**src/rtl/asp_pkg.sv**
```systemverilog
`default_nettype none
package asp_pkg;
  // ==================================================
  // control word layout
  localparam int         ASP_CTRL_W     = 8;
  localparam int         ASP_CH_MSB     = 5;
  localparam int         ASP_CH_LSB     = 3;
  localparam int         ASP_CH_W       = 3;
  localparam int         ASP_REF_BIT    = 2;
  localparam int         ASP_PM_MSB     = 1;
  localparam int         ASP_PM_LSB     = 0;
  localparam int         ASP_PM_W       = 2;
  localparam logic [7:0] ASP_CTRL_RST   = 8'h00;
  localparam logic [2:0] ASP_CH_RST     = 3'h0;
  // ==================================================
  // frame shape
  localparam int         ASP_CNT_W      = 5;
  localparam logic [4:0] ASP_FRAME_BITS = 5'h10;
  localparam logic [4:0] ASP_CTRL_LAST  = 5'h07;
  localparam logic [4:0] ASP_LEAD_ZEROS = 5'h04;
  localparam logic [4:0] ASP_FIRST_STEP = 5'h01;
  localparam logic [4:0] ASP_LAST_POS   = 5'h0f;
  localparam int         ASP_RES_W      = 12;
  localparam int         ASP_IDX_W      = 4;
  localparam logic [3:0] ASP_IDX_TOP    = 4'hb;

  typedef enum logic [1:0] {
    ASP_IDLE,
    ASP_SHIFT,
    ASP_DONE
  } asp_state_t;
endpackage : asp_pkg
`default_nettype wire

```
**src/rtl/asp_serial_port.sv**
```systemverilog
`timescale 1ns/10ps
`default_nettype none
module asp_serial_port
  import asp_pkg::*;
(
  input  wire logic                 mclk,
  input  wire logic                 rst,
  input  wire logic                 cs_n,
  input  wire logic                 sclk,
  input  wire logic                 din,
  output var  logic                 dout_o,
  output var  logic                 dout_oe,
  input  wire logic                 comp_hi,
  output var  logic [ASP_RES_W-1:0] dac_code,
  output var  logic                 track_hold,
  output var  logic [ASP_CH_W-1:0]  channel_addr,
  output var  logic                 ref_off,
  output var  logic [ASP_PM_W-1:0]  power_mode_sel
);
  // ==================================================
  // pin synchronisers
  logic [2:0] cs_sync_q;
  logic [2:0] sclk_sync_q;
  logic [1:0] din_sync_q;
  logic [1:0] comp_sync_q;

  always_ff @(posedge mclk or posedge rst)
  begin
    if (rst)
    begin
      cs_sync_q   <= 3'h7;
      sclk_sync_q <= 3'h0;
      din_sync_q  <= 2'h0;
      comp_sync_q <= 2'h0;
    end
    else
    begin
      cs_sync_q   <= {cs_sync_q[1:0], cs_n};
      sclk_sync_q <= {sclk_sync_q[1:0], sclk};
      din_sync_q  <= {din_sync_q[0], din};
      comp_sync_q <= {comp_sync_q[0], comp_hi};
    end
  end

  logic cs_low;
  logic cs_fall;
  logic rise;
  logic fall;
  logic din_s;

  assign cs_low  = !cs_sync_q[1];
  assign cs_fall = cs_sync_q[2] && !cs_sync_q[1];
  assign rise    = !sclk_sync_q[2] && sclk_sync_q[1];
  assign fall    = sclk_sync_q[2] && !sclk_sync_q[1];
  assign din_s   = din_sync_q[1];

  // ==================================================
  // conversion engine
  logic sar_step;
  logic sar_done;
  logic frame_start;

  asp_sar u_sar (
    .mclk    (mclk),
    .rst     (rst),
    .start   (frame_start),
    .step    (sar_step),
    .comp_hi (comp_sync_q[1]),
    .trial_q (dac_code),
    .busy_q  (track_hold),
    .done_q  (sar_done)
  );

  // frame bit p of the output word
  function automatic logic frame_bit(input logic [ASP_CNT_W-1:0] pos,
                                     input logic [ASP_RES_W-1:0] res);
    logic [ASP_CNT_W-1:0] idx;
    idx = ASP_LAST_POS - pos;
    if (pos < ASP_LEAD_ZEROS || pos > ASP_LAST_POS)
      frame_bit = 1'b0;
    else
      frame_bit = res[idx[ASP_IDX_W-1:0]];
  endfunction : frame_bit

  // ==================================================
  // frame sequencer
  asp_state_t            state_q;
  asp_state_t            state_d;
  logic [ASP_CNT_W-1:0]  cnt_q;
  logic [ASP_CNT_W-1:0]  cnt_d;
  logic [ASP_CTRL_W-2:0] shift_q;
  logic [ASP_CTRL_W-2:0] shift_d;
  logic [ASP_CTRL_W-1:0] ctrl_q;
  logic [ASP_CTRL_W-1:0] ctrl_d;
  logic [ASP_CH_W-1:0]   chan_q;
  logic [ASP_CH_W-1:0]   chan_d;
  logic                  dout_d;
  logic                  oe_d;
  logic                  ctrl_load;

  assign frame_start = cs_fall;
  // steps only on serial clock rises, so a stopped clock stalls the conversion
  assign sar_step  = rise && (state_q == ASP_SHIFT) && (cnt_q >= ASP_FIRST_STEP);
  assign ctrl_load = rise && (state_q == ASP_SHIFT) && (cnt_q == ASP_CTRL_LAST);

  always_comb
  begin
    state_d = state_q;
    cnt_d   = cnt_q;
    shift_d = shift_q;
    ctrl_d  = ctrl_q;
    chan_d  = chan_q;
    dout_d  = dout_o;
    oe_d    = cs_low;
    case (state_q)
      ASP_IDLE:
      begin
        if (cs_fall)
        begin
          state_d = ASP_SHIFT;
          cnt_d   = '0;
          dout_d  = 1'b0;
        end
      end
      ASP_SHIFT:
      begin
        if (rise)
        begin
          cnt_d   = cnt_q + 5'h01;
          shift_d = {shift_q[ASP_CTRL_W-3:0], din_s};
          if (cnt_q == ASP_LAST_POS)
            state_d = ASP_DONE;
        end
        if (fall)
          dout_d = frame_bit(cnt_q, dac_code);
      end
      ASP_DONE:
      begin
        if (fall)
          dout_d = 1'b0;
      end
      default:
        state_d = ASP_IDLE;
    endcase
    if (ctrl_load)
      ctrl_d = {shift_q, din_s};
    if (sar_done)
      chan_d = ctrl_q[ASP_CH_MSB:ASP_CH_LSB];
    // a select that rises mid-frame abandons the transfer
    if (!cs_low)
    begin
      state_d = ASP_IDLE;
      dout_d  = 1'b0;
    end
  end

  always_ff @(posedge mclk or posedge rst)
  begin
    if (rst)
    begin
      state_q <= ASP_IDLE;
      cnt_q   <= '0;
      shift_q <= '0;
      ctrl_q  <= ASP_CTRL_RST;
      chan_q  <= ASP_CH_RST;
      dout_o  <= 1'b0;
      dout_oe <= 1'b0;
    end
    else
    begin
      state_q <= state_d;
      cnt_q   <= cnt_d;
      shift_q <= shift_d;
      ctrl_q  <= ctrl_d;
      chan_q  <= chan_d;
      dout_o  <= dout_d;
      dout_oe <= oe_d;
    end
  end

  // ==================================================
  // analog controls, all registered
  always_ff @(posedge mclk or posedge rst)
  begin
    if (rst)
    begin
      channel_addr   <= ASP_CH_RST;
      ref_off        <= 1'b0;
      power_mode_sel <= '0;
    end
    else
    begin
      channel_addr   <= chan_q;
      ref_off        <= ctrl_q[ASP_REF_BIT];
      power_mode_sel <= ctrl_q[ASP_PM_MSB:ASP_PM_LSB];
    end
  end
endmodule : asp_serial_port
`default_nettype wire

```
**src/rtl/asp_sar.sv**
```systemverilog
`timescale 1ns/10ps
`default_nettype none
module asp_sar
  import asp_pkg::*;
(
  input  wire logic                   mclk,
  input  wire logic                   rst,
  input  wire logic                   start,
  input  wire logic                   step,
  input  wire logic                   comp_hi,
  output var  logic [ASP_RES_W-1:0]   trial_q,
  output var  logic                   busy_q,
  output var  logic                   done_q
);
  // ==================================================
  // successive approximation, one decision per step
  logic [ASP_RES_W-1:0] trial_d;
  logic [ASP_IDX_W-1:0] idx_q;
  logic [ASP_IDX_W-1:0] idx_d;
  logic                 busy_d;
  logic                 done_d;

  always_comb
  begin
    trial_d = trial_q;
    idx_d   = idx_q;
    busy_d  = busy_q;
    done_d  = 1'b0;
    if (start)
    begin
      trial_d = {1'b1, {(ASP_RES_W-1){1'b0}}};
      idx_d   = ASP_IDX_TOP;
      busy_d  = 1'b1;
    end
    else if (step && busy_q)
    begin
      // comparator low means the trial code overshoots the held input
      if (!comp_hi)
        trial_d[idx_q] = 1'b0;
      if (idx_q == 4'h0)
      begin
        busy_d = 1'b0;
        done_d = 1'b1;
      end
      else
      begin
        trial_d[idx_q - 4'h1] = 1'b1;
        idx_d = idx_q - 4'h1;
      end
    end
  end

  always_ff @(posedge mclk or posedge rst)
  begin
    if (rst)
    begin
      trial_q <= '0;
      idx_q   <= '0;
      busy_q  <= 1'b0;
      done_q  <= 1'b0;
    end
    else
    begin
      trial_q <= trial_d;
      idx_q   <= idx_d;
      busy_q  <= busy_d;
      done_q  <= done_d;
    end
  end
endmodule : asp_sar
`default_nettype wire

```
**config.mk**
```make
export PLATFORM = sky130hd
export DESIGN_NAME = asp_serial_port
export DESIGN_NICKNAME = d
export VERILOG_FILES = /design/src/rtl/asp_pkg.sv /design/src/rtl/asp_serial_port.sv /design/src/rtl/asp_sar.sv
export SDC_FILE = /design/constraint.sdc
export NUM_CORES = 1
export LEC_CHECK = 0
export ABC_AREA = 0
export ABC_CLOCK_PERIOD_IN_PS = 2900
export BUFFER_PORTS_ARGS = -buffer_cell sky130_fd_sc_hd__buf_2
export CAP_MARGIN = 30
export CORE_ASPECT_RATIO = 0.8
export CORE_MARGIN = 2
export CORE_UTILIZATION = 58
export DETAILED_ROUTE_END_ITERATION = 7
export PLACE_DENSITY_LB_ADDON = 0.2
export SLEW_MARGIN = 20
export SYNTH_ARGS = -nofsm -noshare
export SYNTH_HDL_FRONTEND = slang
export SYNTH_SLANG_ARGS = --single-unit
```
**constraint.sdc**
```tcl
create_clock -name mclk -period 2.9 [get_ports mclk]
set_input_delay 0.435 -clock mclk [delete_from_list [all_inputs] [get_ports mclk]]
set_output_delay 0.435 -clock mclk [all_outputs]
set_load 0.01 [all_outputs]
```
After elaboration in Yosys (flattened, before gate mapping)
Cells that the tools add are included.
{ "totals": {"word_cells": 105, "ramBits": 0, "mem_bits_ro": 0, "latchBits": 0, "n_memories": 0, "input_bits": 6, "output_inout_bits": 21, "ff_bits": 57} }
{ "op_classes": {"shift": 0, "n_lt_le_gt_ge": 8, "n_reduce_logical": 25, "n_div": 0, "bitwise": 3, "n_eq_ne": 13, "mux": 35, "mul": 0, "add_sub_neg": 3} }
{ "op_table": {"columns": ["op", "n"], "rows": [
  ["12-bit 2-to-1 mux", 6],
  ["4-bit by 5-bit < comparator with 1-bit output, second input constant", 3],
  ["1-bit 2-to-1 mux", 14],
  ["12-bit AND", 1],
  ["4-bit 2-to-1 mux", 3],
  ["3-bit inequality test, second input constant", 4],
  ["12-bit inverter", 1],
  ["12-bit OR", 1],
  ["5-bit 2-to-1 mux", 2],
  ["5-bit case mux with 2 select lines", 1],
  ["1-bit logical AND", 9],
  ["1-bit demux with 4-bit select", 2],
  ["4-bit by 1-bit greater-or-equal comparator with 1-bit output, second input constant", 2],
  ["2-bit 2-to-1 mux", 4],
  ["2-bit inequality test, second input constant", 4],
  ["4-bit AND reduction", 2],
  ["2-bit case mux with 3 select lines", 1],
  ["2-bit AND reduction", 3],
  ["2-bit nonzero test", 3],
  ["5-bit by 1-bit adder with 5-bit output, second input constant", 1],
  ["5-bit by 3-bit == test with 1-bit output, second input constant", 1],
  ["5-bit by 4-bit == test with 1-bit output, second input constant", 1],
  ["5-bit by 1-bit greater-or-equal comparator with 1-bit output, second input constant", 1],
  ["5-bit by 4-bit greater-than comparator with 1-bit output, second input constant", 1],
  ["other kinds (14)", 16]
]} }

Logic depth before layout (Yosys ltp)
{ "depth": {"depth_word": 13, "depth_mapped": 8, "depth_no_buf": 8} }

Modules after synthesis
A second synthesis with hierarchy kept.
{ "hier_totals": {"cells_unflattened": 238, "area_unflattened_um2": 2646.3} }
{ "by_module_without_submodules": {"columns": ["mod", "cells_per_inst", "area_each_um2", "n_inst", "seq_area_each_um2"], "rows": [
  ["asp_serial_port", 124, 1570.3, 1, 979.7],
  ["asp_sar", 114, 1076.0, 1, 450.4]
]} }

Worst setup path after synthesis
Ideal clock, no wire load.
{ "synth_path": {"path_kind": "reg2reg", "start": "register cnt_q[1]", "end": "register u_sar.idx_q[3]", "setup_ps": 133, "synth_period_minus_slack_ps": 2069, "required_ps": 2767, "t_arrival_ps": 1936, "n_path_buf": 1, "path_stages_with_launch": 9, "setup_slack_ps": 831, "path_cell_list": "dfrtp_1 buf_6 inv_1 ha_1 or4_4 o311a_4 and3_4 mux2i_1 nand2_1"} }
{ "synth_via": {"elab_chain_cells": 5} }
{ "synth_lines": {"columns": ["element", "line", "text"], "rows": [
  ["from (decl)", "asp_serial_port.sv:89", "logic [ASP_CNT_W-1:0] cnt_q;"],
  ["from (signal assigned)", "asp_serial_port.sv:172", "cnt_q <= cnt_d;"],
  ["5-bit by 1-bit greater-or-equal comparator with 1-bit output", "asp_serial_port.sv:103", "assign sar_step = rise && (state_q == ASP_SHIFT) && (cnt_q >= ASP_FIRST_STEP);"],
  ["1-bit logical AND", "asp_serial_port.sv:103", null],
  ["1-bit logical AND", "asp_sar.sv:35", "else if (step && busy_q)"],
  ["2-bit nonzero test (no line)", null, null],
  ["2-bit AND reduction (no line)", null, null],
  ["to (signal assigned)", "asp_sar.sv:65", "idx_q <= idx_d;"],
  ["to (decl)", "asp_sar.sv:18", "logic [ASP_IDX_W-1:0] idx_q;"]
]} }
Every way passes these cells.
A chain may end at the register's enable or synchronous reset.

Worst setup path in the final report
{ "layout_path": {"start": "register cnt_q[1]", "end": "register u_sar.trial_q[5]"} }
{ "layout_via": {"elab_chain_cells": 4} }
{ "layout_lines": {"columns": ["element", "line", "text"], "rows": [
  ["5-bit by 1-bit greater-or-equal comparator with 1-bit output", "asp_serial_port.sv:103", null],
  ["1-bit logical AND", "asp_serial_port.sv:103", null],
  ["1-bit logical AND", "asp_sar.sv:35", null],
  ["2-bit nonzero test (no line)", null, null],
  ["to (signal assigned)", "asp_sar.sv:64", "trial_q <= trial_d;"],
  ["to (decl)", "asp_sar.sv:11", "output var logic [ASP_RES_W-1:0] trial_q,"]
]} }
Every way passes these cells.

==> results.cfg <==
[pwr]
clkPwrFrac_pct = 41.0
p_switching_uw = 440.8
leakagePower_uw = 0.001360
comb_power_share_pct = 8.6
p_total_uw = 1774
p_seq_share_pct = 50.4
max-vdd-ir-drop_mv = 0.4414
sw_frac_of_total_pct = 24.85
power.density_nw_per_um2 = 606.1
intPower_uw = 1333

[route]
drc_errors = 0
totalWireLength_mm = 5.135
routedWlPerCell_um = 17.00
ant_nets = 0
drt-initial-drc-count = 182
vias = 1762
firstDrtPassIters = 5
viasPerCell = 5.834

[layout]
seqCellArea_um2 = 1430
area_delta_synth_final_pct = 14.43
layout-drive-gt1-share_pct = 32.24
fill_cells = 302
layout.nets = 255
multi_input_area_um2 = 1057
diodes = 0

[worst_setup_path]
crit_path_max_fanout = 10
crit_chain = inv_1 > ha_1 > or4_4 > o311a_4 > nand2_2 > nor2_1 > a32o_1
crit_type = flop to flop
cp_top_family = simple AND/OR/NAND/NOR gates
startpoint_type = flop
critPathRequiredTime_ps = 3120
critPathSlowestCell = or4_4
slowest_delay_ps = 560
path_buf_inv = 1
reg2reg_slack_ps = 540
end_kind = flop
arrival_ps = 2580

[global_route]
grt_max_degree = 34
antenna_found_initial = 0
grt_use_total_pct = 24.02
grt_pass1_wl_mm = 8.818
overflow = 0
first_global_vias = 1736

[clock_tree]
cts_setup_buffers = 0
htree_num_levels = 3
clock_path_buffers = 2
clk_pin_slew_ps = 60
cts_made_buffers = 9
hold_buffers = 0
cts_resized = 0
cts_sinks = 57
cts_root_buffer = clkbuf_8
clock_latency_ps = 330
cts_tree = done

[floorplanning]
fp.dieH_um = 63.40
rows = 21
pin_count = 27
core_um2 = 4204
die_x_um = 78.24
die_area_um2 = 4960
start_util_pct = 60.83

[timing]
fin_crit_ps = 2361
report.final.slew_viol_count = 0
hold_viol = 0
clock_skew_ps = 5.325
finalSetupViolations = 0
period_share_pct = 81.43
relSlewSlack_pct = 56.59
setup_tns_ps = 0
max_freq_ghz = 0.4235
timing.hold.ws_ps = 181.2
tightest_slew_ps = 649.5
rsz0062_at_grt = false

[placement]
place.gp.congestion = 0.9517
dpl.hpwl_mm = 3.531
io_buffers = 26

[yosys]
seq_area_frac_synth_pct = 55.92
synth.top_cell.area_share_pct = 52.84
synthArstFlopShare_pct = 100.0
synth-edff-count = 0
synth_most_common_cell = dfrtp_1
synth_seq_cells = 57
synth_flop_cell = dfrtp_1
postSynthCellCount = 209
syn_avg_cell_area_um2 = 12.24
synth.distinct_cells = 46
synth_top_cells_by_area = dfrtp_1, mux2_2, ha_1
synthesis.nets = 224
yosysTopAreaCell = dfrtp_1
synthesis.area_um2 = 2557
synth_warnings = 0
synth_common_cells = dfrtp_1, nand2_1, mux2_2

[status]
outcome = finished, final reports clean

[job]
drv_cap = 0

[min_path]
min-delay-path-class = primary input to async pin
[stage by stage]
step / std cells / worst slack (ps) / area [µm²] / utilization [%]
final: 302 / 538.6 / 2927 / 69.61
after global routing: 302 / 425.9 / 2927 / 69.61
after CTS: 302 / 560.2 / 2927 / 69.61
after detailed placement: 286 / 578.6 / 2730 / 64.94
after global placement: 286 / 659.5 / 2730 / 64.94
after floorplan: 209 / 831.3 / 2557 / -
[power by group through the flow]
stage               registers [µW]  logic (µW)  clock network, µW
global route                   902         172                785
floorplan                      887         130                  0
finish                         894         152                728
CTS                            893         153                746
global placement               905         150                  0
detailed placement             908         152                  0
[final timing paths]
kind | startpoint | end | cells after the start
min in group mclk | cs_n | cs_sync_q[0]$_DFF_PP1_ | 1
hold reg to reg | din_sync_q[0]$_DFF_PP0_ | din_sync_q[1]$_DFF_PP0_ | 0
setup / recovery | cnt_q[1]$_DFFE_PP0P_ | u_sar.trial_q[5]$_DFFE_PP0P_ | 7
max in group asynchronous | rst | u_sar.trial_q[8]$_DFFE_PP0P_ | 3
hold / removal | rst | din_sync_q[0]$_DFF_PP0_ | 2
setup reg to reg | cnt_q[1]$_DFFE_PP0P_ | u_sar.trial_q[5]$_DFFE_PP0P_ | 7
[routing by layer]
metal | wire (µm) | global-route usage [%]
met2 | 2212 | 32.33
met1 | 2429 | 35.87
met4 | 70 | 8.553
met3 | 423 | 8.739
met5 | 0 | 0
[sequential cells by signal, indices dropped and copies added (netlist names), 3 cells and up]
name / count
ctrl_q: 6
u_sar.idx_q: 4
sclk_sync_q: 3
cnt_q: 5
shift_q: 5
chan_q: 3
cs_sync_q: 3
channel_addr: 3
u_sar.trial_q: 12
[cells in the final DEF, fill, tap and decap left out, types with 3 or more instances in the layout]
master,n
inv_1,6
mux2_2,19
ha_1,9
clkbuf_8,10
a32o_1,9
a21oi_1,4
dfrtp_1,54
nand3_1,6
nor3_1,4
o21ai_0,6
nand2_1,23
nor2_1,14
nand4_1,3
buf_2,26
dfstp_2,3
xor2_1,3
nor2b_1,4
[layout make-up]
| cell class | instances | area share [%] |
|---|---|---|
| sequential | 57 | 48.87 |
| clock buffer | 11 | 4.831 |
| inverter | 7 | 0.8978 |
| clock inverter | 5 | 1.881 |
| timing repair buffer | 28 | 4.959 |
| tap | 57 | 2.437 |
| multi-input combinational | 137 | 36.13 |
[kinds of logic after synthesis]
kind of cell | count (synthesis) | share of synthesized area (%)
adders and majority gates | 9 | 4.403
buffers and inverters | 15 | 2.740
AOI/OAI and AO/OA | 37 | 12.62
DFF | 57 | 55.92
xor gates and xnor gates | 4 | 1.370
muxes | 22 | 10.18
and+or+nand+nor | 65 | 12.77
Power figures use the tool's default switching activity.
